[config.mk]
export PLATFORM = sky130hd
export DESIGN_NAME = i2sm_top
export DESIGN_NICKNAME = d
export VERILOG_FILES = /design/src/verilog/i2sm_pkg.sv /design/src/verilog/i2sm_sync.sv /design/src/verilog/i2sm_cond.sv /design/src/verilog/i2sm_top.sv
export VERILOG_INCLUDE_DIRS = /design/src /design/src/verilog
export SDC_FILE = /design/constraint.sdc
export NUM_CORES = 1
export LEC_CHECK = 0
export ABC_AREA = 1
export BUFFER_PORTS_ARGS = -buffer_cell sky130_fd_sc_hd__buf_2
export CAP_MARGIN = 20
export CELL_PAD_IN_SITES_DETAIL_PLACEMENT = 1
export CELL_PAD_IN_SITES_GLOBAL_PLACEMENT = 1
export CORE_MARGIN = 8
export CORE_UTILIZATION = 43
export DETAILED_ROUTE_END_ITERATION = 7
export PLACE_DENSITY = 0.86
export SYNTH_ARGS = -nofsm -noshare
export SYNTH_HDL_FRONTEND = slang
export SYNTH_SLANG_ARGS = --single-unit
[constraint.sdc]
create_clock -name aclk -period 2.29 [get_ports aclk]
set_input_delay 0.1145 -clock aclk [delete_from_list [all_inputs] [get_ports aclk]]
set_output_delay 0.1145 -clock aclk [all_outputs]
set_load 0.02 [all_outputs]
[src/verilog/i2sm_consts.svh]
// constants of the i2c status and address-mask block
// assumes inclusion by bare name from package and modules
//
// Notes on behaviour
// - status bit 3 set on start or repeated start, cleared on stop.
// - status bit 2 holds direction after slave address: 1 read, 0 write.
// - status bit 1 set on byte into rx holding, cleared by its read.
// - status bit 0 set when software writes the tx holding register.
// - status bit 0 cleared once the transmitted byte has shifted out.
// - mask bit set means that address bit is ignored in matching.
// - mask bits 31 to 10 read zero and ignore writes.
`ifndef I2SM_CONSTS_SVH
`define I2SM_CONSTS_SVH

// register byte offsets
`define I2SM_OFS_STATUS   8'h00
`define I2SM_OFS_MASK     8'h04
`define I2SM_OFS_OWN      8'h08
`define I2SM_OFS_RX       8'h0C
`define I2SM_OFS_TX       8'h10
`define I2SM_OFS_IRQ_ST   8'h14
`define I2SM_OFS_IRQ_EN   8'h18

// status bit positions
`define I2SM_ST_START     3
`define I2SM_ST_RW        2
`define I2SM_ST_RXF       1
`define I2SM_ST_TXF       0

// interrupt event bits
`define I2SM_EV_START     0
`define I2SM_EV_STOP      1
`define I2SM_EV_MATCH     2
`define I2SM_EV_RXB       3
`define I2SM_EV_TXD       4
`define I2SM_EV_W         5

// widths and reset values
`define I2SM_MASK_W       10
`define I2SM_OWN_W        7
`define I2SM_OWN_RST      7'h2A
`define I2SM_LAST_BIT     4'h7
`define I2SM_BYTE_BITS    4'h8
`define I2SM_RESP_OK      2'h0
`define I2SM_RESP_ERR     2'h2

`endif

[src/verilog/i2sm_pkg.sv]
// types of the i2c status and address-mask block
// assumes the constants header is on the include path
`default_nettype none
`include "i2sm_consts.svh"

package i2sm_pkg;

    typedef enum logic [2:0] {
        I2SM_IDLE,
        I2SM_ADDR,
        I2SM_ACK,
        I2SM_RX,
        I2SM_TX,
        I2SM_TACK,
        I2SM_TLOAD
    } i2sm_state_t;

    typedef struct packed {
        i2sm_state_t                 st;
        logic [7:0]                  sh;
        logic [3:0]                  bitcnt;
        logic                        ack_on;
        logic                        ack_tx;
        logic                        start_f;
        logic                        rw_f;
        logic                        rxf;
        logic                        txf;
        logic [7:0]                  rx_hold;
        logic [7:0]                  tx_hold;
        logic [`I2SM_MASK_W-1:0]     amask;
        logic [`I2SM_OWN_W-1:0]      own;
        logic [`I2SM_EV_W-1:0]       ien;
        logic [`I2SM_EV_W-1:0]       ist;
        logic                        aw_have;
        logic [7:0]                  awaddr;
        logic                        w_have;
        logic [31:0]                 wdata;
        logic [3:0]                  wstrb;
        logic                        awready;
        logic                        wready;
        logic                        arready;
        logic                        bvalid;
        logic [1:0]                  bresp;
        logic                        rvalid;
        logic [1:0]                  rresp;
        logic [31:0]                 rdata;
        logic                        sda_oe;
        logic                        irq;
    } i2sm_regs_t;

endpackage

`default_nettype wire

[src/verilog/i2sm_sync.sv]
// two-flop synchroniser for the bus pins
// assumes asynchronous inputs, aclk domain outputs
`default_nettype none
`timescale 1ns/1ps

module i2sm_sync
    import i2sm_pkg::*;
(
    // clock and reset
    input  wire logic       aclk,
    input  wire logic       aresetn,
    // pins in, synchronised out
    input  wire logic [1:0] pin_in,
    output logic      [1:0] pin_sync
);

    logic [1:0] stage1_reg;
    logic [1:0] stage2_reg;

    // idle bus is high, so reset to high
    always_ff @(posedge aclk)
    begin
        if (!aresetn)
        begin
            stage1_reg <= 2'h3;
            stage2_reg <= 2'h3;
        end
        else
        begin
            stage1_reg <= pin_in;
            stage2_reg <= stage1_reg;
        end
    end

    assign pin_sync = stage2_reg;

endmodule // i2sm_sync

`default_nettype wire

[src/verilog/i2sm_cond.sv]
// bus condition detector: clock edges, start and stop
// assumes synchronised clock and data inputs
`default_nettype none
`timescale 1ns/1ps

module i2sm_cond
    import i2sm_pkg::*;
(
    // clock and reset
    input  wire logic aclk,
    input  wire logic aresetn,
    // synchronised bus lines
    input  wire logic scl,
    input  wire logic sda,
    // one-cycle events
    output logic      scl_rise,
    output logic      scl_fall,
    output logic      start_det,
    output logic      stop_det
);

    logic scl_d_reg;
    logic sda_d_reg;

    always_ff @(posedge aclk)
    begin
        if (!aresetn)
        begin
            scl_d_reg <= 1'b1;
            sda_d_reg <= 1'b1;
        end
        else
        begin
            scl_d_reg <= scl;
            sda_d_reg <= sda;
        end
    end

    // data may only move with clock high for start or stop
    assign scl_rise  = scl & ~scl_d_reg;
    assign scl_fall  = ~scl & scl_d_reg;
    assign start_det = scl & scl_d_reg & sda_d_reg & ~sda;
    assign stop_det  = scl & scl_d_reg & ~sda_d_reg & sda;

endmodule // i2sm_cond

`default_nettype wire

[src/verilog/i2sm_top.sv]
// i2c slave with status flags and address mask, axi4-lite registers
// assumes open-drain pads outside; pins sampled on aclk
//
// The implementer's own choices: register access over AXI4-Lite and the register offsets.
`default_nettype none
`timescale 1ns/1ps
`include "i2sm_consts.svh"

module i2sm_top
    import i2sm_pkg::*;
(
    // clock and reset
    input  wire logic        aclk,
    input  wire logic        aresetn,
    // axi4-lite write address
    input  wire logic        s_axi_awvalid,
    output logic             s_axi_awready,
    input  wire logic [7:0]  s_axi_awaddr,
    // axi4-lite write data
    input  wire logic        s_axi_wvalid,
    output logic             s_axi_wready,
    input  wire logic [31:0] s_axi_wdata,
    input  wire logic [3:0]  s_axi_wstrb,
    // axi4-lite write response
    output logic             s_axi_bvalid,
    input  wire logic        s_axi_bready,
    output logic [1:0]       s_axi_bresp,
    // axi4-lite read
    input  wire logic        s_axi_arvalid,
    output logic             s_axi_arready,
    input  wire logic [7:0]  s_axi_araddr,
    output logic             s_axi_rvalid,
    input  wire logic        s_axi_rready,
    output logic [31:0]      s_axi_rdata,
    output logic [1:0]       s_axi_rresp,
    // i2c bus pins
    input  wire logic        scl_i,
    input  wire logic        sda_i,
    output logic             sda_o,
    output logic             sda_oe,
    // interrupt
    output logic             irq
);

    i2sm_regs_t r_reg;
    i2sm_regs_t r_next;

    logic [1:0] pins_sync;
    logic       scl_s;
    logic       sda_s;
    logic       scl_rise;
    logic       scl_fall;
    logic       start_det;
    logic       stop_det;

    // ------------------------------------------------------------
    // pin conditioning
    // ------------------------------------------------------------
    i2sm_sync u_sync (
        .aclk     (aclk),
        .aresetn  (aresetn),
        .pin_in   ({scl_i, sda_i}),
        .pin_sync (pins_sync)
    );

    assign scl_s = pins_sync[1];
    assign sda_s = pins_sync[0];

    i2sm_cond u_cond (
        .aclk      (aclk),
        .aresetn   (aresetn),
        .scl       (scl_s),
        .sda       (sda_s),
        .scl_rise  (scl_rise),
        .scl_fall  (scl_fall),
        .start_det (start_det),
        .stop_det  (stop_det)
    );

    // ------------------------------------------------------------
    // helpers
    // ------------------------------------------------------------
    // byte-lane merge of a write into an old value
    function automatic logic [31:0] merge(input logic [31:0] old_v,
                                          input logic [31:0] new_v,
                                          input logic [3:0]  strb);
        logic [31:0] res;
        res = old_v;
        for (int i = 0; i < 4; i++)
        begin
            if (strb[i])
            begin
                res[i*8 +: 8] = new_v[i*8 +: 8];
            end
        end
        return res;
    endfunction

    // true when the address names an implemented register
    function automatic logic mapped(input logic [7:0] a);
        return (a == `I2SM_OFS_STATUS) || (a == `I2SM_OFS_MASK) ||
               (a == `I2SM_OFS_OWN)    || (a == `I2SM_OFS_RX)   ||
               (a == `I2SM_OFS_TX)     || (a == `I2SM_OFS_IRQ_ST) ||
               (a == `I2SM_OFS_IRQ_EN);
    endfunction

    // ------------------------------------------------------------
    // next state
    // ------------------------------------------------------------
    always_comb
    begin
        logic [`I2SM_EV_W-1:0] ev;
        logic [31:0]           wv;
        logic [7:0]            shifted;
        logic                  do_wr;
        logic                  do_rd;
        logic                  rx_load;
        logic                  tx_done;
        logic                  rx_read;
        logic                  tx_write;
        ev       = '0;
        wv       = '0;
        shifted  = {r_reg.sh[6:0], sda_s};
        do_wr    = 1'b0;
        do_rd    = 1'b0;
        rx_load  = 1'b0;
        tx_done  = 1'b0;
        rx_read  = 1'b0;
        tx_write = 1'b0;
        r_next   = r_reg;

        // ---- bus engine ----
        unique case (r_reg.st)
            I2SM_IDLE:
            begin
                r_next.sda_oe = 1'b0;
            end
            I2SM_ADDR:
            begin
                if (scl_rise)
                begin
                    r_next.sh     = shifted;
                    r_next.bitcnt = r_reg.bitcnt + 4'h1;
                    if (r_reg.bitcnt == `I2SM_LAST_BIT)
                    begin
                        // masked positions never block a match
                        if (((shifted[7:1] ^ r_reg.own) &
                             ~r_reg.amask[`I2SM_OWN_W-1:0]) == '0)
                        begin
                            r_next.rw_f   = shifted[0];
                            r_next.ack_tx = shifted[0];
                            r_next.ack_on = 1'b0;
                            r_next.st     = I2SM_ACK;
                            ev[`I2SM_EV_MATCH] = 1'b1;
                        end
                        else
                        begin
                            r_next.st = I2SM_IDLE;
                        end
                    end
                end
            end
            I2SM_ACK:
            begin
                if (scl_fall)
                begin
                    if (!r_reg.ack_on)
                    begin
                        r_next.ack_on = 1'b1;
                        r_next.sda_oe = 1'b1;
                    end
                    else
                    begin
                        r_next.ack_on = 1'b0;
                        r_next.bitcnt = '0;
                        if (r_reg.ack_tx)
                        begin
                            r_next.sh     = r_reg.tx_hold;
                            r_next.sda_oe = ~r_reg.tx_hold[7];
                            r_next.st     = I2SM_TX;
                        end
                        else
                        begin
                            r_next.sda_oe = 1'b0;
                            r_next.st     = I2SM_RX;
                        end
                    end
                end
            end
            I2SM_RX:
            begin
                if (scl_rise)
                begin
                    r_next.sh     = shifted;
                    r_next.bitcnt = r_reg.bitcnt + 4'h1;
                    if (r_reg.bitcnt == `I2SM_LAST_BIT)
                    begin
                        // a full holding register is overwritten
                        r_next.rx_hold = shifted;
                        rx_load        = 1'b1;
                        r_next.ack_tx  = 1'b0;
                        r_next.ack_on  = 1'b0;
                        r_next.st      = I2SM_ACK;
                    end
                end
            end
            I2SM_TX:
            begin
                if (scl_rise)
                begin
                    r_next.bitcnt = r_reg.bitcnt + 4'h1;
                end
                else if (scl_fall)
                begin
                    if (r_reg.bitcnt == `I2SM_BYTE_BITS)
                    begin
                        r_next.sda_oe = 1'b0;
                        tx_done       = 1'b1;
                        r_next.st     = I2SM_TACK;
                    end
                    else
                    begin
                        r_next.sh     = {r_reg.sh[6:0], 1'b0};
                        r_next.sda_oe = ~r_reg.sh[6];
                    end
                end
            end
            I2SM_TACK:
            begin
                // nack from master ends the read; wait for stop
                if (scl_rise)
                begin
                    r_next.st = sda_s ? I2SM_IDLE : I2SM_TLOAD;
                end
            end
            I2SM_TLOAD:
            begin
                if (scl_fall)
                begin
                    r_next.sh     = r_reg.tx_hold;
                    r_next.sda_oe = ~r_reg.tx_hold[7];
                    r_next.bitcnt = '0;
                    r_next.st     = I2SM_TX;
                end
            end
        endcase

        // bus conditions override the byte engine
        if (start_det)
        begin
            r_next.start_f = 1'b1;
            r_next.st      = I2SM_ADDR;
            r_next.bitcnt  = '0;
            r_next.sda_oe  = 1'b0;
            ev[`I2SM_EV_START] = 1'b1;
        end
        else if (stop_det)
        begin
            r_next.start_f = 1'b0;
            r_next.st      = I2SM_IDLE;
            r_next.sda_oe  = 1'b0;
            ev[`I2SM_EV_STOP] = 1'b1;
        end

        // ---- axi write channel ----
        if (s_axi_awvalid && r_reg.awready)
        begin
            r_next.aw_have = 1'b1;
            r_next.awaddr  = s_axi_awaddr;
        end
        if (s_axi_wvalid && r_reg.wready)
        begin
            r_next.w_have = 1'b1;
            r_next.wdata  = s_axi_wdata;
            r_next.wstrb  = s_axi_wstrb;
        end
        if (s_axi_bvalid && s_axi_bready)
        begin
            r_next.bvalid = 1'b0;
        end
        if (r_reg.aw_have && r_reg.w_have && !r_reg.bvalid)
        begin
            do_wr          = 1'b1;
            r_next.aw_have = 1'b0;
            r_next.w_have  = 1'b0;
            r_next.bvalid  = 1'b1;
            r_next.bresp   = mapped(r_reg.awaddr) ? `I2SM_RESP_OK
                                                  : `I2SM_RESP_ERR;
        end
        if (do_wr)
        begin
            // status writes fall through: the status offset has no case arm
            unique case (r_reg.awaddr)
                `I2SM_OFS_MASK:
                begin
                    wv = merge({22'h0, r_reg.amask}, r_reg.wdata, r_reg.wstrb);
                    r_next.amask = wv[`I2SM_MASK_W-1:0];
                end
                `I2SM_OFS_OWN:
                begin
                    wv = merge({25'h0, r_reg.own}, r_reg.wdata, r_reg.wstrb);
                    r_next.own = wv[`I2SM_OWN_W-1:0];
                end
                `I2SM_OFS_TX:
                begin
                    if (r_reg.wstrb[0])
                    begin
                        r_next.tx_hold = r_reg.wdata[7:0];
                        tx_write       = 1'b1;
                    end
                end
                `I2SM_OFS_IRQ_ST:
                begin
                    if (r_reg.wstrb[0])
                    begin
                        r_next.ist = r_reg.ist & ~r_reg.wdata[`I2SM_EV_W-1:0];
                    end
                end
                `I2SM_OFS_IRQ_EN:
                begin
                    if (r_reg.wstrb[0])
                    begin
                        r_next.ien = r_reg.wdata[`I2SM_EV_W-1:0];
                    end
                end
                default:
                begin
                end
            endcase
        end

        // ---- axi read channel ----
        if (s_axi_rvalid && s_axi_rready)
        begin
            r_next.rvalid = 1'b0;
        end
        if (s_axi_arvalid && r_reg.arready)
        begin
            do_rd         = 1'b1;
            r_next.rvalid = 1'b1;
            r_next.rresp  = mapped(s_axi_araddr) ? `I2SM_RESP_OK
                                                 : `I2SM_RESP_ERR;
            r_next.rdata  = '0;
            unique case (s_axi_araddr)
                `I2SM_OFS_STATUS:
                begin
                    r_next.rdata[`I2SM_ST_START] = r_reg.start_f;
                    r_next.rdata[`I2SM_ST_RW]    = r_reg.rw_f;
                    r_next.rdata[`I2SM_ST_RXF]   = r_reg.rxf;
                    r_next.rdata[`I2SM_ST_TXF]   = r_reg.txf;
                end
                `I2SM_OFS_MASK:
                begin
                    r_next.rdata[`I2SM_MASK_W-1:0] = r_reg.amask;
                end
                `I2SM_OFS_OWN:
                begin
                    r_next.rdata[`I2SM_OWN_W-1:0] = r_reg.own;
                end
                `I2SM_OFS_RX:
                begin
                    r_next.rdata[7:0] = r_reg.rx_hold;
                    rx_read           = 1'b1;
                end
                `I2SM_OFS_TX:
                begin
                    r_next.rdata[7:0] = r_reg.tx_hold;
                end
                `I2SM_OFS_IRQ_ST:
                begin
                    r_next.rdata[`I2SM_EV_W-1:0] = r_reg.ist;
                end
                `I2SM_OFS_IRQ_EN:
                begin
                    r_next.rdata[`I2SM_EV_W-1:0] = r_reg.ien;
                end
                default:
                begin
                end
            endcase
        end

        // ---- holding flags: a set in the same cycle beats a clear ----
        if (rx_load)
        begin
            r_next.rxf = 1'b1;
            ev[`I2SM_EV_RXB] = 1'b1;
        end
        else if (rx_read)
        begin
            r_next.rxf = 1'b0;
        end
        if (tx_write)
        begin
            r_next.txf = 1'b1;
        end
        else if (tx_done)
        begin
            r_next.txf = 1'b0;
            ev[`I2SM_EV_TXD] = 1'b1;
        end

        // ---- interrupts: events set after the clear, so they win ----
        r_next.ist = r_next.ist | ev;
        r_next.irq = |(r_next.ist & r_next.ien);

        // ready flags registered so outputs stay flop-driven
        r_next.awready = !r_next.aw_have && !r_next.bvalid;
        r_next.wready  = !r_next.w_have && !r_next.bvalid;
        r_next.arready = !r_next.rvalid;
        if (do_rd)
        begin
            r_next.arready = 1'b0;
        end
    end

    // ------------------------------------------------------------
    // state register
    // ------------------------------------------------------------
    always_ff @(posedge aclk)
    begin
        if (!aresetn)
        begin
            r_reg     <= '0;
            r_reg.st  <= I2SM_IDLE;
            r_reg.own <= `I2SM_OWN_RST;
        end
        else
        begin
            r_reg <= r_next;
        end
    end

    // ------------------------------------------------------------
    // outputs
    // ------------------------------------------------------------
    assign s_axi_awready = r_reg.awready;
    assign s_axi_wready  = r_reg.wready;
    assign s_axi_bvalid  = r_reg.bvalid;
    assign s_axi_bresp   = r_reg.bresp;
    assign s_axi_arready = r_reg.arready;
    assign s_axi_rvalid  = r_reg.rvalid;
    assign s_axi_rdata   = r_reg.rdata;
    assign s_axi_rresp   = r_reg.rresp;
    // open drain: only ever pulls low
    assign sda_o         = 1'b0;
    assign sda_oe        = r_reg.sda_oe;
    assign irq           = r_reg.irq;

endmodule // i2sm_top

`default_nettype wire

# Word level (Yosys, flattened, before mapping)
# Index checks and enable logic that the tools add are counted.
# totals
register_bits	136
input_bits	61
output_inout_bits	44
# classes
n_addsub	1
eq_ne	46
n_mux	85
bitwise	21
reduce_logical	56
# ops
cell	count
11-bit case mux with 5 select lines	1
8-bit by 5-bit equality test with 1-bit output (second input constant)	6
1-bit two-way mux	44
4-bit != test (second input constant)	11
37-bit two-way mux	1
35-bit two-way mux	1
17-bit two-way mux	2
8-bit by 4-bit equality test with 1-bit output (second input constant)	4
15-bit two-way mux	2
2-bit != test (second input constant)	15
4-bit case mux with 7 select lines	1
12-bit AND reduction	2
11-bit two-way mux	2
3-bit two-way mux	7
5-bit two-way mux	4
3-bit case mux with 6 select lines	1
8-bit by 3-bit equality test with 1-bit output (second input constant)	2
8-bit zero test	2
16-bit two-way mux	1
8-bit two-way mux	2
3-bit AND reduction	5
2-bit two-way mux	7
7-bit AND reduction	2
1-bit logical OR	12
39 further kinds	72

# Longest topological paths before layout
# Gate-level depths: netlist of the first run.
# logic_depth
ltp_word	11
mapped_depth	12

# By module
# From an unflattened synthesis of the first run, not the netlist that was laid out.
# unflattened
cells_unflattened	766
hier_area_um2	5330.1
# modules_own_cells
mod	n_inst	cells_per_inst	area_per_inst_um2	seq_area_each_um2
i2sm_top	1	739	5131.2	2082.0
i2sm_sync	1	12	110.1	80.1
i2sm_cond	1	15	88.8	40.0

# Worst setup path after synthesis of the first run
# OpenSTA, ideal clock, no wires.
# synth_path
path_type	register to register
from	reg r_reg[138] in the netlist's numbering
to	reg r_reg[148] in the netlist's numbering
setup_ns	0.116
arrival_ns	1.289
required_time_ns	2.174
slack_ns	0.886
path_stages_with_launch	10
n_path_buf	1
synth_period_minus_slack_ns	1.404
path_cell_list	dfxtp_1 > inv_1 > ha_1 > nand3_1 > nor2_1 > nor2_2 > nand2_4 > buf_12 > o21ai_2 > a21oi_2
# synth_via
elab_chain_cells	3
# synth_lines
item	line_no	text
from (decl)	i2sm_top.sv:45	i2sm_regs_t r_reg;
from (signal assigned)	i2sm_top.sv:430	r_reg <= r_next;
4-bit equality test (no source line)	-	
2-bit != test (no source line)	-	
10-bit AND reduction (no source line)	-	
# No other way between the ends.
# A chain may end at the register's enable or synchronous reset.

# Worst setup path after layout of the first run
# layout_path
from	reg u_sync.stage2_reg[1] (netlist: u_sync.pin_sync[1])
to	reg r_reg (netlist bit irq)
# layout_via
elab_chain_cells	10
word_cells_on_any_way	24
classes_between	mux: 13; bitwise: 10; reduce/logical: 1
# layout_lines
item	line_no	text
from (decl)	i2sm_sync.sv:18	logic [1:0] stage2_reg;
from (signal assigned)	i2sm_sync.sv:31	stage2_reg <= stage1_reg;
1-bit inverter	i2sm_cond.sv:41	assign scl_fall = ~scl & scl_d_reg;
1-bit bitwise AND	i2sm_cond.sv:41	
1-bit two-way mux	i2sm_top.sv:213	else if (scl_fall)
1-bit two-way mux	i2sm_top.sv:209	if (scl_rise)
1-bit two-way mux	i2sm_top.sv:133	unique case (r_reg.st)
1-bit two-way mux	i2sm_top.sv:397	else if (tx_done)
1-bit two-way mux	i2sm_top.sv:393	if (tx_write)
5-bit OR *	i2sm_top.sv:404	r_next.ist = r_next.ist | ev;
5-bit bitwise AND *	i2sm_top.sv:405	r_next.irq = |(r_next.ist & r_next.ien);
5-bit OR reduction *	i2sm_top.sv:405	
# Every way passes the cells marked *; elsewhere a longest branch is shown, timed or not.

==> impl_metrics.toml, run 1 <==
[outcome]
status = "finished clean"

[clock_network]
cts_resized = 0
post-cts-setup-buffer-count = 0
cts_sinks = 110
cts_tree = "done"
htree_levels = 3
hold_buffers = 3
path_clk_slew_ps = 70
insertion_delay_ps = 360
clockBufferDepth = 2
cts_buffers = 9
cts_root_buf = "clkbuf_16"

[synthesis]
synth-async-reset-ratio_pct = 0
synth_top_area_share_pct = 40.4
synth.most_common_cell = "nand2_1"
synth_edf_count = 0
synth-seq-area-share_pct = 40.4
postSynthCellCount = 771
synth_area_per_cell_um2 = 7.07
synth_area_um2 = 5450
synth_warnings = 0
yosys-top-cells-count = "nand2_1, dfxtp_1, nor2_1"
synth_top_area_cell = "dfxtp_1"
synth-main-ff-cell = "dfxtp_1"
synth_cell_types = 41
ys_ff_latch = 110
yosys-top-cells-area = "dfxtp_1, nand2_1, a21oi_1"

[final_layout]
largest_register_ff_count = 85
fin_cells = 989
diodes = 0
syn2layout_area_growth_pct = 10.0
nets = 875
fin_area_um2 = 6000
finish.utilization_pct = 47.9
layout-drive-gt1-share_pct = 17.0

[timing]
tightest_slew_ps = 632
finalSetupViolCount = 0
timing.fmax_mhz = 529
fin_crit_sh_pct = 82.5
fin_worst_skew_ps = 6.25
period_minus_slack_ps = 1890
fin_setup_tns_ps = 0
drv_slew = 0
rsz0062_at_grt = "no"
hold_viol_final = 0
slew_headroom_pct = 57.9

[routing]
num_vias = 5040
wl_per_cell_um = 16.5
drtIter0Drc = 318
ant_nets = 0
drc = 0
routed_wl_mm = 16.4
drtPass1Iterations = 4
via_per_inst = 5.10

[setup_path]
cp_slowest_stage_delay_ps = 360
worstPathCellList = "inv_1, nor2_2, inv_1, nor2_4, nand2_1, nand2_1, nand2_1, nand2_1, o21ai_1, nand2_1"
critPathBufInv = 2
crit_path_end_kind = "flip-flop"
startpoint_type = "flip-flop"
critPathRequiredTime_ps = 2600
cp.arrival_ps = 2200
crit_path_frequent_cell = "nand2_1"
worst-setup-path-type = "reg2reg"
critPathSlowestCell = "dfxtp_1"
crit_family = "simple AND/OR/NAND/NOR gates"
worstPathMaxFanout = 13

[placement]
place.gp.congestion = 0.883
dpl_cell_area_um2 = 5690
portBuffers = 55
hpwl_mm = 12.5
dp_cells = 970

[power_and_ir_drop]
leakagePower_uw = 0.00268
power.density_nw_per_um2 = 678
peakVddDrop_mv = 0.477
totalPowerFinal_uw = 4070

[floorplan]
row_count = 41
start_util_pct = 43.6
die_h_um = 129
ios = 105
dieArea_um2 = 16500
die_w_um = 129
coreArea_um2 = 12500

[global_routing]
antenna_found_initial = 0
grt_pass1_wl_mm = 26.9
use_met2_pct = 36.6
grt_pass1_vias = 5408
met3_usage_pct = 4.76
use_met1_pct = 23.9
track_usage_pct = 20.7
grt_max_degree = 60
busiest_layer = "met2"
gr-total-overflow = 0

[hold_path]
hold_path.class = "in2reg"

[job]
max_cap_violations = 0
-- through the flow --
| step | hold slack [ps] | setup WS [ps] |
|---|---|---|
| final | 6.94 | 400 |
| after global routing | 21.5 | 195 |
| after CTS | 0.217 | 387 |
| after detailed placement | 311 | 419 |
| after global placement | 302 | 471 |
| after floorplan | 221 | 886 |
-- where the power goes --
| group | internal (uW) | switching [uW] |
|---|---|---|
| clock network | 776 | 728 |
| registers | 1990 | 66.4 |
| logic | 158 | 353 |
| total | 2920 | 1150 |
-- metal layers --
layer | vias to the layer above | share of wire (%)
met1 | 2398 | 44
met3 | 21 | 4.9
met5 | - | 0
li1 | 2511 | -
met4 | 0 | 1.9
met2 | 110 | 50
-- layout by cell type, fill, tap and decap left out, drive strengths merged, types with 5 or more instances in the layout --
cell type	count
inv	79
o21ai	71
nand3	44
a21oi	78
nand2	176
a211oi	10
dfxtp	110
buf	63
conb	25
or2	6
clkbuf	12
nor3	5
nand4	7
nor2	107
-- worst register-to-register path: stages, from the launching register on --
cell	delay [ps]
dfxtp_1	360
inv_1	80
nor2_2	200
inv_1	130
nor2_4	220
nand2_1	370
nand2_1	190
nand2_1	60
nand2_1	60
o21ai_1	70
nand2_1	90
-- path summary, 6_finish.rpt --
kind	startpoint	endpoint	slack (ps)	depth (start not counted)
worst max register to register	u_sync.pin_sync[1]$_SDFF_PN1_	irq$_SDFF_PN0_	400	10
worst min register to register	u_sync.stage1_reg[0]$_SDFF_PN1_	u_sync.pin_sync[0]$_SDFF_PN1_	430	1
worst min-delay path	s_axi_wdata[8]	r_reg[55]$_SDFFE_PN0P_	7	3
worst max-delay path	u_sync.pin_sync[1]$_SDFF_PN1_	irq$_SDFF_PN0_	400	10
-- cell families (layout without fill, tap and decap cells) --
group                      after synthesis  in the layout  synth area share (%)
AOI/OAI and AO/OA                      168            168                  17.1
DFF                                    110            110                  40.4
adders and majority gates                2              2                 0.459
other                                    1             25                0.0688
buffers and inverters                  138            160                  12.7
and+or+nand+nor                        349            349                  28.8
xor gates and xnor gates                 3              3                 0.482
-- area by class of cell --
class | count | area (um^2)
fill | 1704 | 6520
clock inverter | 4 | 30.0
clock buffer | 12 | 246
multi-input combinational | 547 | 2650
tap | 172 | 215
sequential | 110 | 2200
inverter | 78 | 293
timing repair buffer | 66 | 365
No activity file was read; power rests on OpenSTA's default activity.
==> run 2: changes to the inputs <==
CORE_UTILIZATION = 36   (was 43)
PLACE_DENSITY = 0.77   (was 0.86)
clock period = 1.6 ns   (was 2.29 ns; I/O delays follow)
==> run 2 against run 1 <==
Effect of this change: worst hold slack about the same; utilization down 3.2 points; clock power up 71%; register-to-register slack worse by 360 ps; global-route usage down 2.9 points; die area up 17%; worst setup slack worse by 360 ps; flip-flop and latch count unchanged; clock skew up 14 ps; critical path type unchanged; critical endpoint unchanged; largest power group unchanged; highest routed layer unchanged.
==> impl_metrics.toml, run 2 (synthesized netlist as in run 1, its figures left out) <==
[clock_network]
clockBufferDepth = 2
path_clk_slew_ps = 90
cts_sinks = 110
cts_buffers = 9
htree_levels = 3
cts_tree = "done"
cts_root_buf = "clkbuf_16"
insertion_delay_ps = 370

[floorplan]
die_w_um = 139
dieArea_um2 = 19300
row_count = 45
start_util_pct = 36.4
coreArea_um2 = 15000
ios = 105
die_h_um = 139

[setup_path]
crit_path_end_kind = "flip-flop"
critPathRequiredTime_ps = 1860
r2r-start = "r_reg[88]$_SDFF_PN0_"
worstPathMaxFanout = 7
crit_family = "simple AND/OR/NAND/NOR gates"
critPathBufInv = 0
worst-setup-path-type = "reg2reg"
cp.arrival_ps = 1820
worstPathCellList = "nand4_4, nor2_1, nand2_1, nand2_1, nand2_1, nand2_1, nand2_1, o21ai_1, nand2_1"
crit_path_start = "r_reg[88]$_SDFF_PN0_"
critPathSlowestCell = "dfxtp_1"
cp_slowest_stage_delay_ps = 420
startpoint_type = "flip-flop"
crit_path_frequent_cell = "nand2_1"

[routing]
via_per_inst = 4.91
routed_wl_mm = 17.1
drtIter0Drc = 233
drc = 0
drtPass1Iterations = 4
ant_nets = 0
num_vias = 5246
wl_per_cell_um = 16.0

[power_and_ir_drop]
peakVddDrop_mv = 0.576
switching_share_pct = 28.0
switchingPower_uw = 1790
combPwrFrac_pct = 13.9
leakagePower_uw = 0.00302
power.density_nw_per_um2 = 953
seq_power_share_pct = 46.0
pwr-share-clk_pct = 40.2
intPower_uw = 4590

[placement]
dpl_cell_area_um2 = 6090
dp_cells = 1035
hpwl_mm = 13.0
portBuffers = 55
pre_cts_slack_ps = 21.3
place.gp.congestion = 0.875

[timing]
fin_ws_ps = 36.9
rsz0062_at_grt = "yes"
fin_crit_sh_pct = 97.7
period_minus_slack_ps = 1560
slew_headroom_pct = 56.3
timing.fmax_mhz = 640
hold_viol_final = 0
fin_worst_skew_ps = 20.4
finalSetupViolCount = 0
tightest_slew_ps = 655
drv_slew = 0

[global_routing]
grt_pass1_vias = 5397
gr-total-overflow = 0
antenna_found_initial = 0
track_usage_pct = 17.8
grt_pass1_wl_mm = 27.9
grt_max_degree = 60

[final_layout]
layout-drive-gt1-share_pct = 24.3
final_common_cell = "nand2_1"
syn2layout_area_growth_pct = 22.7
layout_common_cells = "nand2_1, dfxtp_1, nor2_1"
diodes = 0
fin_area_um2 = 6690
fin_cells = 1068
nets = 938
largest_register_ff_count = 85

[hold_path]
hold_path.class = "in2reg"
min-delay-start = "s_axi_wdata[7]"

[job]
max_cap_violations = 0

[outcome]
status = "finished clean"
==> run 2: cell types whose count changed in the layout (fill, tap and decap cells not counted), sizes merged <==
cell | before | now
bufinv | 0 | 2
buf | 63 | 113
dlygate4sd3 | 3 | 16
clkinvlp | 1 | 0
clkinv | 2 | 4
clkbuf | 12 | 9
==> run 2: layer usage <==
metal	wire length, um	GRT usage [%]
met2	8430	31.0
met1	7690	21.5
met4	241	4.45
met3	726	4.34
met5	0	0
==> run 2: worst min-delay path: stages <==
cell,delay (ps)
buf_2,80
o21ai_0,70
a21oi_1,100
==> run 2: metrics by stage <==
stage | utilization (%) | setup TNS [ps] | total power [uW] | hold slack (ps)
CTS | 44.0 | 0 | 6410 | 7.29
global route | 44.7 | -114 | 6640 | 24.6
global placement | 40.7 | 0 | 3780 | 273
finish | 44.7 | 0 | 6380 | 6.70
floorplan | - | 0 | 3580 | 187
detailed placement | 40.7 | 0 | 3820 | 283
==> run 2: path summary, 6_finish.rpt <==
kind              slack (ps)  cells after the start                       endpoint
setup / recovery          40                      9                 irq$_SDFF_PN0_
hold / removal             7                      3         r_reg[54]$_SDFFE_PN0P_
setup reg to reg          40                      9                 irq$_SDFF_PN0_
hold reg to reg          430                      1  u_sync.pin_sync[0]$_SDFF_PN1_
==> run 2: layout make-up <==
class / count / area [um^2]
repair buffers: 129 / 887
flip-flops and latches: 110 / 2210
clock buffers: 9 / 225
clock inverters: 7 / 114
multi-input cells: 547 / 2720
fillers: 1941 / 8280
inverters: 78 / 298
well taps: 188 / 235
==> run 2: power groups by stage <==
stage / Sequential (uW) / Combinational, uW / Clock [uW]
6_report: 2930 / 884 / 2560
5_1_grt: 2950 / 985 / 2710
4_1_cts: 2920 / 869 / 2620
3_5_place_dp: 2980 / 832 / 0
3_3_place_gp: 2980 / 806 / 0
2_1_floorplan: 2970 / 606 / 0
==> run 2: timing repair <==
| item | CTS | global route |
|---|---|---|
| gates cloned | 0 | 0 |
| gates resized for setup | 1 | 33 |
| hold endpoints to repair | 16 | 0 |
| setup endpoints to repair | 1 | 40 |
| pin swaps | 0 | 4 |
| hold buffers | 16 | 0 |
| setup buffers | 0 | 1 |
